**src/logic/reset_strap_sampler_consts.vh**
```
`ifndef RESET_STRAP_SAMPLER_CONSTS_VH
`define RESET_STRAP_SAMPLER_CONSTS_VH

// clock and timing
`define CLOCK_MHZ            200
`define RESET_MIN_NS         1000
`define RESET_MIN_CYCLES     ((`RESET_MIN_NS * `CLOCK_MHZ + 999) / 1000)
`define POR_SETTLE_NS        1000
`define POR_SETTLE_CYCLES    ((`POR_SETTLE_NS * `CLOCK_MHZ + 999) / 1000)

// configuration method codes {bit2, bit1, bit0}
`define METHOD_STRAP_A       3'h0
`define METHOD_SMBUS         3'h1
`define METHOD_STRAP_B       3'h2
`define METHOD_EEPROM        3'h3

`define SMBUS_SLAVE_ADDR     7'h2C

// latched strap vector positions
`define STRAP_SEL0           0
`define STRAP_SEL1           1
`define STRAP_SEL2           2
`define STRAP_FIX0           3
`define STRAP_FIX1           4
`define STRAP_FREQ           5
`define STRAP_WIDTH          6

// register offsets
`define REG_STATUS           4'h0
`define REG_CONTROL          4'h4
`define REG_CONFIG           4'h8

// control fields and reset value
`define CTRL_IND_EN          0
`define CTRL_RESET           8'h01

// status fields
`define STAT_LATCHED         0
`define STAT_SELF_PWR        1
`define STAT_CLK48           2
`define STAT_CORE_RST        3
`define STAT_SHORT_RST       4

// config fields
`define CFG_METHOD_LSB       0
`define CFG_FIXCODE_LSB      3
`define CFG_STRAP_EN         5
`define CFG_FIXMASK_LSB      8

`endif

```
**src/logic/reset_strap_sampler.v**
```verilog
// Design decisions made here: the strobed register port and the register addresses.
`timescale 1ns/1ps
`include "reset_strap_sampler_consts.vh"

// What this block does
// - latch method select bit 2 at reset release to pick configuration.
// - packages lacking method select bit 2 see it as zero.
// - tied-high reset relies on power-on reset until supplies stable.
// - active state led asserted only when configured and not suspended.
// - self power sense low means bus powered, high means self powered.
// - fixed port strap code 00..11 marks none, port 1, 1-2, 1-3 fixed.
// - active state led active high for codes 00,10, low for 01,11.
// - external clock frequency pick zero means 24 MHz; one means 48 MHz only when the external clock is used.
// - code 001 is management slave at fixed address, 011 loads eeprom.
// - method select bit 1 zero makes speed led active high, one low.
module reset_strap_sampler #(
  parameter HAS_SEL2      = 1,
  parameter SETTLE_CYCLES = `POR_SETTLE_CYCLES,
  parameter MIN_CYCLES    = `RESET_MIN_CYCLES
) (
  // clock and reset
  input  wire       i_clock,
  input  wire       i_sys_rst,
  // reset sources
  input  wire       i_ext_reset_n,
  input  wire       i_supplies_stable,
  // dedicated strap inputs
  input  wire       i_method_select_bit0,
  input  wire       i_method_select_bit2,
  input  wire       i_fixed_port_strap_bit1,
  input  wire       i_ext_clock_freq_pick,
  input  wire       i_ext_clock_used,
  // shared pin: upstream speed led / method select bit 1
  input  wire       i_upstream_speed_led,
  output reg        o_upstream_speed_led,
  output reg        o_upstream_speed_led_oe,
  // shared pin: active state led / self power / fixed port bit 0
  input  wire       i_active_state_led,
  output reg        o_active_state_led,
  output reg        o_active_state_led_oe,
  // hub state
  input  wire       i_hub_configured,
  input  wire       i_hub_suspended,
  input  wire       i_hub_high_speed,
  // decoded configuration
  output wire       o_core_rst,
  output reg        o_cfg_valid,
  output reg        o_cfg_strap_en,
  output reg        o_cfg_smbus_slave,
  output reg        o_cfg_eeprom_load,
  output reg        o_cfg_internal_default,
  output reg  [6:0] o_smbus_addr,
  output reg  [2:0] o_fixed_ports,
  output reg        o_self_powered,
  output reg        o_clock_48m,
  // register port
  input  wire [3:0] i_reg_addr,
  input  wire [7:0] i_reg_wdata,
  input  wire       i_reg_wr,
  input  wire       i_reg_rd,
  output reg  [7:0] o_reg_rdata
);

  wire                    core_rst;
  wire                    release_pulse;
  wire                    short_pulse;
  wire [`STRAP_WIDTH-1:0] strap_pins;
  wire [`STRAP_WIDTH-1:0] strap_q;
  wire                    strap_valid;
  wire [2:0]              method;
  wire [1:0]              fix_code;
  reg                     strap_en_d;
  reg                     smbus_d;
  reg                     eeprom_d;
  reg                     default_d;
  reg  [2:0]              fix_mask_d;
  reg  [7:0]              control_q;
  reg  [7:0]              rdata_d;
  wire                    ind_en;
  wire                    led_active;
  wire                    led_low;
  wire                    speed_low;
  wire                    sel2_pin;
  wire                    core_clear;
  wire                    ctrl_wr;

  por_reset_gen #(
    .SETTLE_CYCLES (SETTLE_CYCLES),
    .MIN_CYCLES    (MIN_CYCLES),
    .CNT_W         (16)
  ) u_por (
    .i_clock           (i_clock),
    .i_sys_rst         (i_sys_rst),
    .i_ext_reset_n     (i_ext_reset_n),
    .i_supplies_stable (i_supplies_stable),
    .o_core_rst        (core_rst),
    .o_release         (release_pulse),
    .o_short_pulse     (short_pulse)
  );

  assign o_core_rst = core_rst;

  // either reset source clears everything derived from the straps
  assign core_clear = i_sys_rst | core_rst;

  // missing package pin reads as zero; the input is then left unread
  generate
    if (HAS_SEL2 != 0) begin : g_sel2_pin
      assign sel2_pin = i_method_select_bit2;
    end else begin : g_sel2_tied
      assign sel2_pin = 1'b0;
    end
  endgenerate

  // dedicated strap pins
  assign strap_pins[`STRAP_SEL0] = i_method_select_bit0;
  assign strap_pins[`STRAP_SEL2] = sel2_pin;
  assign strap_pins[`STRAP_FIX1] = i_fixed_port_strap_bit1;
  assign strap_pins[`STRAP_FREQ] = i_ext_clock_freq_pick;

  // shared pins are still inputs here since their drivers are off
  assign strap_pins[`STRAP_SEL1] = i_upstream_speed_led;
  assign strap_pins[`STRAP_FIX0] = i_active_state_led;

  // capture on the release edge, one sample per reset
  strap_latch #(
    .WIDTH (`STRAP_WIDTH)
  ) u_latch (
    .i_clock   (i_clock),
    .i_sys_rst (core_clear),
    .i_capture (release_pulse),
    .i_pins    (strap_pins),
    .o_value   (strap_q),
    .o_valid   (strap_valid)
  );

  assign method   = {strap_q[`STRAP_SEL2], strap_q[`STRAP_SEL1],
                     strap_q[`STRAP_SEL0]};
  assign fix_code = {strap_q[`STRAP_FIX1], strap_q[`STRAP_FIX0]};

  // method decode
  always @* begin
    strap_en_d = 1'b0;
    smbus_d    = 1'b0;
    eeprom_d   = 1'b0;
    default_d  = 1'b0;
    case (method)
      `METHOD_STRAP_A: begin
        strap_en_d = 1'b1;
        default_d  = 1'b1;
      end
      `METHOD_STRAP_B: begin
        strap_en_d = 1'b1;
        default_d  = 1'b1;
      end
      `METHOD_SMBUS: begin
        smbus_d = 1'b1;
      end
      `METHOD_EEPROM: begin
        eeprom_d = 1'b1;
      end
      // bit 2 set: internal default, straps ignored
      3'h4: begin
        default_d = 1'b1;
      end
      3'h5: begin
        default_d = 1'b1;
      end
      3'h6: begin
        default_d = 1'b1;
      end
      3'h7: begin
        default_d = 1'b1;
      end
      default: begin
        default_d = 1'b1;
      end
    endcase
  end

  // fixed port mask, only honoured when straps are enabled
  always @* begin
    fix_mask_d = 3'h0;
    if (strap_en_d) begin
      case (fix_code)
        2'h0:    fix_mask_d = 3'h0;
        2'h1:    fix_mask_d = 3'h1;
        2'h2:    fix_mask_d = 3'h3;
        2'h3:    fix_mask_d = 3'h7;
        default: fix_mask_d = 3'h0;
      endcase
    end
  end

  // method flags and slave address stand until the next core reset
  always @(posedge i_clock) begin
    if (core_clear) begin
      o_cfg_valid            <= 1'b0;
      o_cfg_strap_en         <= 1'b0;
      o_cfg_smbus_slave      <= 1'b0;
      o_cfg_eeprom_load      <= 1'b0;
      o_cfg_internal_default <= 1'b0;
      o_smbus_addr           <= 7'h00;
    end else if (strap_valid) begin
      o_cfg_valid            <= 1'b1;
      o_cfg_strap_en         <= strap_en_d;
      o_cfg_smbus_slave      <= smbus_d;
      o_cfg_eeprom_load      <= eeprom_d;
      o_cfg_internal_default <= default_d;
      o_smbus_addr           <= smbus_d ? `SMBUS_SLAVE_ADDR : 7'h00;
    end
  end

  // sense shares the fixed bit 0 pin, so it is only seen at release
  always @(posedge i_clock) begin
    if (core_clear) begin
      o_fixed_ports  <= 3'h0;
      o_self_powered <= 1'b0;
      o_clock_48m    <= 1'b0;
    end else if (strap_valid) begin
      o_fixed_ports  <= fix_mask_d;
      // low sense means all power comes from upstream
      o_self_powered <= strap_q[`STRAP_FIX0];
      o_clock_48m    <= i_ext_clock_used & strap_q[`STRAP_FREQ];
    end
  end

  // polarity follows the raw sampled code even with straps disabled
  assign led_low    = fix_code[0];
  assign speed_low  = strap_q[`STRAP_SEL1];
  assign led_active = i_hub_configured & ~i_hub_suspended;
  assign ind_en     = control_q[`CTRL_IND_EN];

  // active state pin; its driver stays off until the straps are latched
  always @(posedge i_clock) begin
    if (core_clear) begin
      o_active_state_led    <= 1'b0;
      o_active_state_led_oe <= 1'b0;
    end else begin
      o_active_state_led    <= led_active ^ led_low;
      o_active_state_led_oe <= strap_valid & ind_en;
    end
  end

  // upstream speed pin, gated the same way
  always @(posedge i_clock) begin
    if (core_clear) begin
      o_upstream_speed_led    <= 1'b0;
      o_upstream_speed_led_oe <= 1'b0;
    end else begin
      o_upstream_speed_led    <= i_hub_high_speed ^ speed_low;
      o_upstream_speed_led_oe <= strap_valid & ind_en;
    end
  end

  // register port: control survives core reset, only system reset clears
  assign ctrl_wr = i_reg_wr & (i_reg_addr == `REG_CONTROL);

  always @(posedge i_clock) begin
    if (i_sys_rst) begin
      control_q <= `CTRL_RESET;
    end else if (ctrl_wr) begin
      // bits above the enable do not exist and read back as zero
      control_q <= i_reg_wdata & 8'h01;
    end
  end

  always @* begin
    rdata_d = 8'h00;
    case (i_reg_addr)
      `REG_STATUS: begin
        rdata_d[`STAT_LATCHED]   = o_cfg_valid;
        rdata_d[`STAT_SELF_PWR]  = o_self_powered;
        rdata_d[`STAT_CLK48]     = o_clock_48m;
        rdata_d[`STAT_CORE_RST]  = core_rst;
        rdata_d[`STAT_SHORT_RST] = short_pulse;
      end
      `REG_CONTROL: begin
        rdata_d = control_q;
      end
      `REG_CONFIG: begin
        rdata_d[`CFG_METHOD_LSB+2:`CFG_METHOD_LSB]   = method;
        rdata_d[`CFG_FIXCODE_LSB+1:`CFG_FIXCODE_LSB] = fix_code;
        rdata_d[`CFG_STRAP_EN]                       = o_cfg_strap_en;
      end
      default: begin
        rdata_d = 8'h00;
      end
    endcase
  end

  // read data stand only in the cycle after the strobe
  always @(posedge i_clock) begin
    if (i_sys_rst)
      o_reg_rdata <= 8'h00;
    else if (i_reg_rd)
      o_reg_rdata <= rdata_d;
    else
      o_reg_rdata <= 8'h00;
  end

endmodule

```
**src/logic/por_reset_gen.v**
```verilog
`timescale 1ns/1ps
`include "reset_strap_sampler_consts.vh"

module por_reset_gen #(
  parameter SETTLE_CYCLES = `POR_SETTLE_CYCLES,
  parameter MIN_CYCLES    = `RESET_MIN_CYCLES,
  parameter CNT_W         = 16
) (
  // clock and reset
  input  wire i_clock,
  input  wire i_sys_rst,
  // reset sources
  input  wire i_ext_reset_n,
  input  wire i_supplies_stable,
  // results
  output reg  o_core_rst,
  output reg  o_release,
  output reg  o_short_pulse
);

  localparam [CNT_W-1:0] ONE         = {{(CNT_W-1){1'b0}}, 1'b1};
  localparam [CNT_W-1:0] SETTLE_LAST = SETTLE_CYCLES[CNT_W-1:0] - ONE;
  // a pulse is long once it has been low for the full minimum count
  localparam [CNT_W-1:0] MIN_FULL    = MIN_CYCLES[CNT_W-1:0];

  reg  [CNT_W-1:0] settle_q;
  reg  [CNT_W-1:0] low_q;
  wire             cause;

  // a tied-high external reset leaves supply stability as the only cause
  assign cause = ~i_ext_reset_n | ~i_supplies_stable;

  always @(posedge i_clock) begin
    if (i_sys_rst) begin
      settle_q      <= {CNT_W{1'b0}};
      low_q         <= {CNT_W{1'b0}};
      o_core_rst    <= 1'b1;
      o_release     <= 1'b0;
      o_short_pulse <= 1'b0;
    end else begin
      o_release <= 1'b0;
      if (cause) begin
        settle_q   <= {CNT_W{1'b0}};
        o_core_rst <= 1'b1;
      end else if (settle_q != SETTLE_LAST) begin
        settle_q <= settle_q + {{(CNT_W-1){1'b0}}, 1'b1};
      end else if (o_core_rst) begin
        o_core_rst <= 1'b0;
        o_release  <= 1'b1;
      end
      // pulses below the minimum are still honoured, only flagged
      if (~i_ext_reset_n) begin
        if (low_q != MIN_FULL)
          low_q <= low_q + {{(CNT_W-1){1'b0}}, 1'b1};
      end else begin
        low_q <= {CNT_W{1'b0}};
      end
      if (~i_ext_reset_n & i_supplies_stable) begin
        o_short_pulse <= 1'b0;
      end else if (i_ext_reset_n & (low_q != {CNT_W{1'b0}})
                   & (low_q != MIN_FULL)) begin
        o_short_pulse <= 1'b1;
      end
    end
  end

endmodule

```
**src/logic/strap_latch.v**
```verilog
`timescale 1ns/1ps

module strap_latch #(
  parameter WIDTH = 6
) (
  // clock and reset
  input  wire             i_clock,
  input  wire             i_sys_rst,
  // capture
  input  wire             i_capture,
  input  wire [WIDTH-1:0] i_pins,
  // latched values
  output wire [WIDTH-1:0] o_value,
  output reg              o_valid
);

  genvar g;
  generate
    for (g = 0; g < WIDTH; g = g + 1) begin : g_bit
      reg bit_q;
      always @(posedge i_clock) begin
        if (i_sys_rst)
          bit_q <= 1'b0;
        else if (i_capture)
          bit_q <= i_pins[g];
      end
      assign o_value[g] = bit_q;
    end
  endgenerate

  always @(posedge i_clock) begin
    if (i_sys_rst)
      o_valid <= 1'b0;
    else if (i_capture)
      o_valid <= 1'b1;
  end

endmodule

```
**config.mk**
```make
export PLATFORM = sky130hd
export DESIGN_NAME = reset_strap_sampler
export DESIGN_NICKNAME = d
export VERILOG_FILES = /design/src/logic/reset_strap_sampler.v /design/src/logic/por_reset_gen.v /design/src/logic/strap_latch.v
export VERILOG_INCLUDE_DIRS = /design/src /design/src/logic
export SDC_FILE = /design/constraint.sdc
export NUM_CORES = 1
export LEC_CHECK = 0
export ABC_AREA = 1
export BUFFER_PORTS_ARGS = -buffer_cell sky130_fd_sc_hd__buf_4
export CAP_MARGIN = 0
export CORE_UTILIZATION = 50
export DETAILED_ROUTE_END_ITERATION = 10
export PLACE_DENSITY = 0.78
export SLEW_MARGIN = 20
export SYNTH_ARGS = -nofsm -noshare
export SYNTH_HDL_FRONTEND = slang
export SYNTH_SLANG_ARGS = --single-unit
```
**constraint.sdc**
```tcl
create_clock -name i_clock -period 2.42 [get_ports i_clock]
set_input_delay 0.242 -clock i_clock [delete_from_list [all_inputs] [get_ports i_clock]]
set_output_delay 0.242 -clock i_clock [all_outputs]
set_load 0.005 [all_outputs]
```
==> flow_metrics.env, run 1 <==
export IMPL_synthMostInstantiatedCell="sky130_fd_sc_hd__nand2_1"
export IMPL_cts_post_setup_buffers_inserted=0
export IMPL_first_global_vias=2546
export IMPL_clk_insertion_delay_late_ps=340
export IMPL_die_height_um=78.7
export IMPL_count_of_standard_cell_rows=27
export IMPL_critPathMaxFanout=13
export IMPL_design_power_total_mw=2.33
export IMPL_grt_first_pass_wirelength_um=10500
export IMPL_timing_final_crit_share=0.612
export IMPL_dp_worst_setup_slack_ps=972
export IMPL_layout_cells_non_filler=549
export IMPL_core_um2=5570
export IMPL_synth_enable_flop_cells=0
export IMPL_setup_repair_after_global_routing_missed_its_margin="false"
export IMPL_drt_wl_total_um=6500
export IMPL_antenna_diode_count=0
export IMPL_setup_worst_path_end_class="flop"
export IMPL_drt_first_iter_violations=138
export IMPL_gp_routability_congestion=0.889
export IMPL_area_growth_synth_to_final_pct=21.3
export IMPL_worst_path_max_delay_cell="sky130_fd_sc_hd__nor2_1"
export IMPL_worstPathArrival_ps=1730
export IMPL_cts_hold_buffers_added=0
export IMPL_ios=58
export IMPL_max_slew_margin=0.665
export IMPL_hold_path_class="input port to flop"
export IMPL_drt_pass1_iterations=4
export IMPL_post_synth_cell_area_avg_um2=6.94
export IMPL_worst_slew_pin_slew_ps=500
export IMPL_io_buffer_count=44
export IMPL_ys_flop_type="sky130_fd_sc_hd__dfxtp_1"
export IMPL_fraction_of_layout_instances_using_a_drive_strength_above_1=0.164
export IMPL_die_x_um=78.7
export IMPL_routed_via_count=2822
export IMPL_grt_util_all_layers=0.219
export IMPL_grt_remaining_overflow=0
export IMPL_seq_area_um2=1240
export IMPL_required_time_of_the_critical_path_ps=2670
export IMPL_path_class="flop to flop"
export IMPL_cts_tree="done"
export IMPL_cts_htree_levels=3
export IMPL_layout_min_cycle_time_ps=1480
export IMPL_clk_pin_slew_ps=70
export IMPL_timing_fmax_mhz=675
export IMPL_path_cells="nor2_1 -> inv_1 -> a211oi_1"
export IMPL_synth_yosys_seq_area_share=0.422
export IMPL_netlist_area_um2=2940
export IMPL_dp_final_hpwl_um=4760
export IMPL_final_count_of_hold_timing_violations=0
export IMPL_tns_ps=0
export IMPL_finalSetupViolCount=0
export IMPL_post_cts_resized_instances=0
export IMPL_crit_path_start_kind="flop"
export IMPL_stdcell_area_um2=3570
export IMPL_cts_buffer_depth=2
export IMPL_postSynth_asyncResetShare=0
export IMPL_run_status="completed"
export IMPL_irDropWorstVdd_v=0.000336
export IMPL_post_place_cells=533
export IMPL_tritoncts_num_buffers=9
export IMPL_fin_nets=503
export IMPL_floorplan_die_area_um2=6200
export IMPL_maxCapViolations=0
export IMPL_average_wire_per_standard_cell_um=11.8
export IMPL_drc=0
export IMPL_floorplan_initialDensity=0.528
export IMPL_fill_cells=492
export IMPL_yosys_top_cells_count="sky130_fd_sc_hd__nand2_1, sky130_fd_sc_hd__nor2_1, sky130_fd_sc_hd__dfxtp_1"
export IMPL_grt_antenna_before_repair=0
export IMPL_final_antenna_net_count=0
export IMPL_grt_max_degree=14
export IMPL_post_route_worst_setup_slack_ps=939
export IMPL_yosys_warnings=0
export IMPL_ffs_latches_synth=62
export IMPL_cellPowerDensity_nw_per_um2=653
export IMPL_dpl_cell_area_um2=3300
export IMPL_fin_skew_ps=8.49
export IMPL_slowest_delay_ps=420
export IMPL_multi_input_comb_area_um2=1440
export IMPL_postSynthCellCount=424
export IMPL_viasPerCell=5.14
export IMPL_root_buffer="sky130_fd_sc_hd__clkbuf_8"
export IMPL_ys_top_cells_by_area="sky130_fd_sc_hd__dfxtp_1, sky130_fd_sc_hd__nand2_1, sky130_fd_sc_hd__nor2_1, sky130_fd_sc_hd__a21oi_1, sky130_fd_sc_hd__inv_1"
export IMPL_final_max_slew_violation_count=0
export IMPL_power_static_leakage_nw=1.41
export IMPL_cts_sinks=62
export IMPL_post_synth_num_cell_types=32
export IMPL_synth_top_area_frac=0.422
export IMPL_post_synth_top_area_cell="sky130_fd_sc_hd__dfxtp_1"
==> layout by cell type (no fill, tap or decap), types with 2 or more instances in the layout <==
master                       n
sky130_fd_sc_hd__nand2_1    94
sky130_fd_sc_hd__nor2_1     71
sky130_fd_sc_hd__dfxtp_1    62
sky130_fd_sc_hd__inv_1      49
sky130_fd_sc_hd__buf_4      45
sky130_fd_sc_hd__a21oi_1    37
sky130_fd_sc_hd__nand3_1    24
sky130_fd_sc_hd__o21ai_0    18
sky130_fd_sc_hd__clkbuf_8   10
sky130_fd_sc_hd__nand4_1     9
sky130_fd_sc_hd__nor2_4      6
sky130_fd_sc_hd__conb_1      6
sky130_fd_sc_hd__nand2_2     5
sky130_fd_sc_hd__nor3_1      4
sky130_fd_sc_hd__and2_1      4
sky130_fd_sc_hd__bufinv_16   4
sky130_fd_sc_hd__o22ai_1     3
sky130_fd_sc_hd__o21a_1      3
sky130_fd_sc_hd__ha_1        3
sky130_fd_sc_hd__xnor2_1     2
sky130_fd_sc_hd__nor2_2      2
sky130_fd_sc_hd__nand3_2     2
sky130_fd_sc_hd__xor2_1      2
sky130_fd_sc_hd__nand3b_1    2
==> kinds of logic (layout without fill, tap and decap cells) <==
kind of cell	count (synthesis)	after routing	share of synthesized area
other	1	6	0.00127
AO/OA/AOI/OAI	65	65	0.116
adder cells (fa/ha/maj)	3	3	0.0128
XOR/XNOR	4	4	0.0119
buffers and inverters	64	112	0.0952
flip-flops	62	62	0.422
AND/OR/NAND/NOR	225	225	0.341
==> worst max-delay path: cells and delay by family (launching register included) <==
kind | cells | cell delay (ps)
and+or+nand+nor | 1 | 420
AOI/OAI and AO/OA | 1 | 290
buffers and inverters | 1 | 350
DFF | 1 | 340
==> sequential cells by signal (all words and copies together), names as in the netlist, 3 cells and up <==
signal and flops:
u_latch.g_bit.bit_q 6, o_fixed_ports 3, o_reg_rdata 6, u_por.low_q 16, u_por.settle_q 16
==> power by group <==
| group | switching, mW | internal (mW) | total [mW] |
|---|---|---|---|
| clock network | 0.415 | 0.814 | 1.23 |
| registers | 0.00323 | 1.02 | 1.03 |
| logic | 0.0401 | 0.0347 | 0.0748 |
| total | 0.459 | 1.87 | 2.33 |
==> final timing paths <==
| kind | endpoint | from | slack, ps | cells past startpoint |
|---|---|---|---|---|
| setup / recovery | o_clock_48m | u_por.o_core_rst | 940 | 3 |
| hold / removal | o_upstream_speed_led | i_hub_high_speed | 140 | 3 |
| setup reg to reg | o_clock_48m | u_por.o_core_rst | 940 | 3 |
| hold reg to reg | o_fixed_ports[1] | o_fixed_ports[1] | 470 | 2 |
==> per-layer routing <==
metal	global-route usage	vias up	wire length [um]
met1	0.250	1262	2860
met4	0.135	0	159
met2	0.376	100	3080
li1	-	1444	-
met5	0	-	0
met3	0.0448	16	395
==> stage by stage <==
| stage | utilization | hold slack (ps) |
|---|---|---|
| after CTS | 0.641 | 128 |
| after detailed placement | 0.592 | 457 |
| final | 0.641 | 138 |
| after floorplan | - | 379 |
| after global routing | 0.641 | 152 |
| after global placement | 0.592 | 451 |
==> final cells by class <==
class                      instances  share of cell area
tap                               72              0.0252
clock buffer                      10              0.0385
timing repair buffer              45              0.0946
sequential                        62               0.347
multi-input combinational        303               0.404
inverter                          51              0.0536
clock inverter                     6              0.0371
(Power assumes the default switching activity.)
==> run 2, diff against run 1 <==
==> constraint.sdc (replaced) <==
create_clock -name i_clock -period 1.45 [get_ports i_clock]
set_input_delay 0.145 -clock i_clock [delete_from_list [all_inputs] [get_ports i_clock]]
set_output_delay 0.145 -clock i_clock [all_outputs]
set_load 0.005 [all_outputs]
==> run 2 against run 1 <==
- clock skew down 4.1 ps
- critical endpoint is now u_por.settle_q[14]
- global-route usage down 1.1 points
- clock power up 52%
- die area unchanged
- first-iteration DRC count up 13%
- register-to-register slack worse by 860 ps
- power up 59%
- maximum frequency up 7.9%
==> flow_metrics.env, run 2 (synthesis results as in run 1) <==
export IMPL_run_status="completed"
export IMPL_fin_nets=508
export IMPL_post_place_cells=536
export IMPL_path_class="flop to flop"
export IMPL_power_static_leakage_nw=1.42
export IMPL_cellPowerDensity_nw_per_um2=1030
export IMPL_timing_final_crit_share=0.946
export IMPL_routed_via_count=2735
export IMPL_finalSetupViolCount=0
export IMPL_dp_final_hpwl_um=4530
export IMPL_grt_max_degree=15
export IMPL_cts_sinks=62
export IMPL_count_of_standard_cell_rows=27
export IMPL_irDropWorstVdd_v=0.000505
export IMPL_grt_antenna_before_repair=0
export IMPL_io_buffer_count=44
export IMPL_most_common_layout_cells="sky130_fd_sc_hd__nand2_1, sky130_fd_sc_hd__nor2_1, sky130_fd_sc_hd__dfxtp_1"
export IMPL_post_route_worst_setup_slack_ps=77.8
export IMPL_grt_first_pass_wirelength_um=10100
export IMPL_viasPerCell=4.94
export IMPL_largest_registers="u_por.low_q x16, u_por.settle_q x16"
export IMPL_floorplan_initialDensity=0.528
export IMPL_layout_cells_non_filler=554
export IMPL_drt_wl_total_um=6250
export IMPL_tns_ps=0
export IMPL_required_time_of_the_critical_path_ps=1700
export IMPL_final_max_slew_violation_count=0
export IMPL_finalCoreUtilization=0.646
export IMPL_hold_worst_slack_ps=31.8
export IMPL_final_common_cell="sky130_fd_sc_hd__nand2_1"
export IMPL_critPathMaxFanout=6
export IMPL_clk_pin_slew_ps=80
export IMPL_core_um2=5570
export IMPL_fill_cells=497
export IMPL_grt_remaining_overflow=0
export IMPL_clk_insertion_delay_late_ps=350
export IMPL_reg2reg_setup_slack_ps=80
export IMPL_drc=0
export IMPL_dpl_cell_area_um2=3320
export IMPL_cts_buffer_depth=2
export IMPL_final_count_of_hold_timing_violations=0
export IMPL_fraction_of_layout_instances_using_a_drive_strength_above_1=0.185
export IMPL_tritoncts_num_buffers=9
export IMPL_drt_first_iter_violations=156
export IMPL_fin_skew_ps=4.36
export IMPL_area_growth_synth_to_final_pct=22.2
export IMPL_crit_path_start_kind="flop"
export IMPL_cts_tree="done"
export IMPL_antenna_diode_count=0
export IMPL_ios=58
export IMPL_dp_worst_setup_slack_ps=63.8
export IMPL_gp_routability_congestion=0.909
export IMPL_design_power_total_mw=3.71
export IMPL_floorplan_die_area_um2=6200
export IMPL_cts_htree_levels=3
export IMPL_drt_pass1_iterations=5
export IMPL_root_buffer="sky130_fd_sc_hd__clkbuf_8"
export IMPL_die_height_um=78.7
export IMPL_stdcell_area_um2=3600
export IMPL_hold_path_class="input port to flop"
export IMPL_average_wire_per_standard_cell_um=11.3
export IMPL_timing_fmax_mhz=729
export IMPL_first_global_vias=2318
export IMPL_final_antenna_net_count=0
export IMPL_setup_worst_path_end_class="flop"
export IMPL_layout_min_cycle_time_ps=1370
export IMPL_die_x_um=78.7
export IMPL_worstPathArrival_ps=1620
export IMPL_setup_repair_after_global_routing_missed_its_margin="false"
export IMPL_grt_util_all_layers=0.208
export IMPL_maxCapViolations=0
==> run 2: path summary, 6_finish.rpt <==
kind,start,to,cells after the start
worst max-delay path,u_por.settle_q[0],u_por.settle_q[14],8
worst min-delay path,i_hub_high_speed,o_upstream_speed_led,3
worst max register to register,u_por.settle_q[0],u_por.settle_q[14],8
worst min register to register,o_cfg_strap_en,o_reg_rdata[5],2
==> run 2: metal layers <==
metal	GRT usage	wire, um	vias to the layer above
met5	0	0	-
met1	0.251	2840	1205
met4	0.0907	86	0
met2	0.349	2950	76
li1	-	-	1445
met3	0.0517	370	9
==> run 2: final cells by class <==
cell class / count / area [um^2] / area share
repair buffers: 50 / 375 / 0.104
well taps: 72 / 90.1 / 0.0250
clock buffers: 9 / 124 / 0.0344
clock inverters: 7 / 123 / 0.0341
flip-flops and latches: 62 / 1240 / 0.346
multi-input cells: 303 / 1450 / 0.403
inverters: 51 / 191 / 0.0532
==> run 2: power breakdown <==
| group | switching (mW) | internal (mW) | total, mW |
|---|---|---|---|
| logic | 0.0650 | 0.0591 | 0.124 |
| clock network | 0.727 | 1.15 | 1.87 |
| registers | 0.00544 | 1.71 | 1.71 |
==> run 2: timing repair <==
action / 4_1_cts / 5_1_grt
hold endpoints to repair: 0 / 0
setup endpoints to repair: 0 / 8
hold buffers: 0 / 0
setup buffers: 0 / 2
gates resized for setup: 0 / 6
==> run 2: critical path, cell delays in order, from the launching register on <==
cell                      delay [ps]
sky130_fd_sc_hd__dfxtp_1         380
sky130_fd_sc_hd__ha_2            240
sky130_fd_sc_hd__inv_1            90
sky130_fd_sc_hd__nor2_4          190
sky130_fd_sc_hd__nand2_2          90
sky130_fd_sc_hd__nor2_2          130
sky130_fd_sc_hd__nand2_1          60
sky130_fd_sc_hd__nand2_1          50
sky130_fd_sc_hd__nor2_1           40
==> run 3, diff against run 2 <==
--- a/config.mk
+++ b/config.mk
@@ -11,7 +11,9 @@
 export CAP_MARGIN = 0
 export CORE_UTILIZATION = 50
 export DETAILED_ROUTE_END_ITERATION = 10
+export HOLD_SLACK_MARGIN = 0.08
 export PLACE_DENSITY = 0.78
+export SETUP_SLACK_MARGIN = 0.15
 export SLEW_MARGIN = 20
 export SYNTH_ARGS = -nofsm -noshare
 export SYNTH_HDL_FRONTEND = slang
==> run 3 against run 2 <==
- wire length rose by 4.4%
- maximum frequency rose by 7.3%
- non-clock buffer count rose by 12
- clock-buffer cell count did not move
- largest cell class unchanged
- clock power barely moved
- cell count rose by 2.2%
==> flow_metrics.env, run 3 (synthesis results as in run 1) <==
export IMPL_crit_path_start_kind="input port"
export IMPL_net_switching_power_uw=801
export IMPL_combinationalPowerShare=0.041
export IMPL_timing_final_crit_share=0.882
export IMPL_die_x_um=78.7
export IMPL_layout_cells_non_filler=566
export IMPL_floorplan_die_area_um2=6200
export IMPL_cts_sinks=62
export IMPL_required_time_of_the_critical_path_ps=1680
export IMPL_hold_worst_slack_ps=90.3
export IMPL_final_count_of_hold_timing_violations=0
export IMPL_dp_final_hpwl_um=4530
export IMPL_finalSetupViolCount=0
export IMPL_viasPerCell=4.92
export IMPL_grt_util_all_layers=0.216
export IMPL_io_buffer_count=44
export IMPL_cts_htree_levels=3
export IMPL_timing_fmax_mhz=782
export IMPL_setup_repair_after_global_routing_missed_its_margin="true"
export IMPL_tritoncts_num_buffers=9
export IMPL_count_of_standard_cell_rows=27
export IMPL_power_switching_share=0.214
export IMPL_routed_via_count=2785
export IMPL_cts_buffer_depth=2
export IMPL_crit_start="i_reg_wdata[0]"
export IMPL_post_place_cells=536
export IMPL_critPathMaxFanout=1
export IMPL_power_frac_seq=0.460
export IMPL_setup_worst_path_end_class="flop"
export IMPL_drt_pass1_iterations=4
export IMPL_timing_rr_start="u_por.low_q[1]"
export IMPL_hold_path_startpoint="i_reg_wr"
export IMPL_average_wire_per_standard_cell_um=11.5
export IMPL_root_buffer="sky130_fd_sc_hd__clkbuf_8"
export IMPL_fraction_of_layout_instances_using_a_drive_strength_above_1=0.211
export IMPL_final_common_cell="sky130_fd_sc_hd__nand2_1"
export IMPL_hold_path_class="input port to flop"
export IMPL_path_class="input port to flop"
export IMPL_tns_ps=0
export IMPL_worstPathArrival_ps=1510
export IMPL_grt_max_degree=15
export IMPL_fin_nets=520
export IMPL_power_static_leakage_nw=1.47
export IMPL_clk_insertion_delay_late_ps=340
export IMPL_gp_routability_congestion=0.909
export IMPL_fin_skew_ps=4.61
export IMPL_ios=58
export IMPL_drc=0
export IMPL_cellInternalPower_mw=2.93
export IMPL_antenna_diode_count=0
export IMPL_drt_wl_total_um=6530
export IMPL_final_max_slew_violation_count=0
export IMPL_grt_first_pass_wirelength_um=10500
export IMPL_most_common_layout_cells="sky130_fd_sc_hd__nand2_1, sky130_fd_sc_hd__nor2_1, sky130_fd_sc_hd__dfxtp_1"
export IMPL_core_um2=5570
export IMPL_layout_min_cycle_time_ps=1280
export IMPL_area_growth_synth_to_final_pct=28.4
export IMPL_first_global_vias=2407
export IMPL_die_height_um=78.7
export IMPL_run_status="completed"
export IMPL_clkPwrFrac=0.500
export IMPL_floorplan_initialDensity=0.528
export IMPL_grt_antenna_before_repair=0
export IMPL_largest_registers="u_por.low_q x16, u_por.settle_q x16"
export IMPL_final_antenna_net_count=0
export IMPL_drt_first_iter_violations=153
export IMPL_grt_remaining_overflow=0
export IMPL_cellPowerDensity_nw_per_um2=988
export IMPL_irDropWorstVdd_v=0.000506
export IMPL_maxCapViolations=0
export IMPL_clk_pin_slew_ps=70
export IMPL_cts_tree="done"
-- run 3: cell types whose count changed in the layout (fill, tap and decap cells not counted), moves of 2 or more --
cell / previous run / this run
sky130_fd_sc_hd__nand2_2: 7 / 9
sky130_fd_sc_hd__ha_1: 2 / 0
sky130_fd_sc_hd__nor2_1: 70 / 67
sky130_fd_sc_hd__nor2_2: 3 / 5
sky130_fd_sc_hd__dfxtp_1: 60 / 54
sky130_fd_sc_hd__ha_4: 0 / 3
sky130_fd_sc_hd__dlygate4sd3_1: 0 / 11
sky130_fd_sc_hd__dfxtp_2: 2 / 7
sky130_fd_sc_hd__nand2_1: 92 / 90
-- run 3: final timing paths --
check / slack [ps] / cells after the start / to
max: 170 / 5 / control_q[0]
min reg2reg: 460 / 2 / o_reg_rdata[5]
max reg2reg: 200 / 7 / u_por.low_q[13]
min: 90 / 4 / control_q[0]
-- run 3: area by class of cell --
class	count	area (um^2)
clock buffers	9	124
clock inverters	7	123
fillers	472	1790
inverters	51	194
multi-input cells	303	1500
flip-flops and latches	62	1250
well taps	72	90.1
repair buffers	62	493
-- run 3: critical path, stage by stage --
cell                            delay [ps]
sky130_fd_sc_hd__dlygate4sd3_1         530
sky130_fd_sc_hd__buf_4                 130
sky130_fd_sc_hd__nand3_1                70
sky130_fd_sc_hd__dlygate4sd3_1         560
sky130_fd_sc_hd__nand3_1                80
-- run 3: per-stage QoR --
step,total power [mW],util,instance area (um^2),setup slack (ps)
global placement,1.87,0.596,3320,114
CTS,3.75,0.666,3710,146
global route,3.86,0.678,3780,119
floorplan,1.82,-,2960,206
detailed placement,1.88,0.596,3320,63.8
finish,3.74,0.678,3780,171
-- run 3: power by group through the flow --
| stage | Sequential (mW) | Combinational, mW | Clock, mW |
|---|---|---|---|
| after floorplan | 1.75 | 0.0709 | 0 |
| after CTS | 1.71 | 0.146 | 1.89 |
| after global routing | 1.72 | 0.168 | 1.98 |
| after detailed placement | 1.75 | 0.123 | 0 |
| final | 1.72 | 0.152 | 1.87 |
| after global placement | 1.75 | 0.121 | 0 |
-- run 3: what timing repair did --
item                                   CTS  global route
setup buffers                            2             1
hold buffers                            11             0
setup endpoints to repair                6            22
endpoints found under the hold margin    9             0
pin swaps                                2             4
resized for setup                        7            19
-- run 3: per-layer routing --
layer  vias up  GRT usage  wire (um)
met5         -          0          0
met2        68      0.373       3170
li1       1468          -          -
met4         0     0.0907         62
met3         6     0.0517        351
met1      1243      0.255       2940
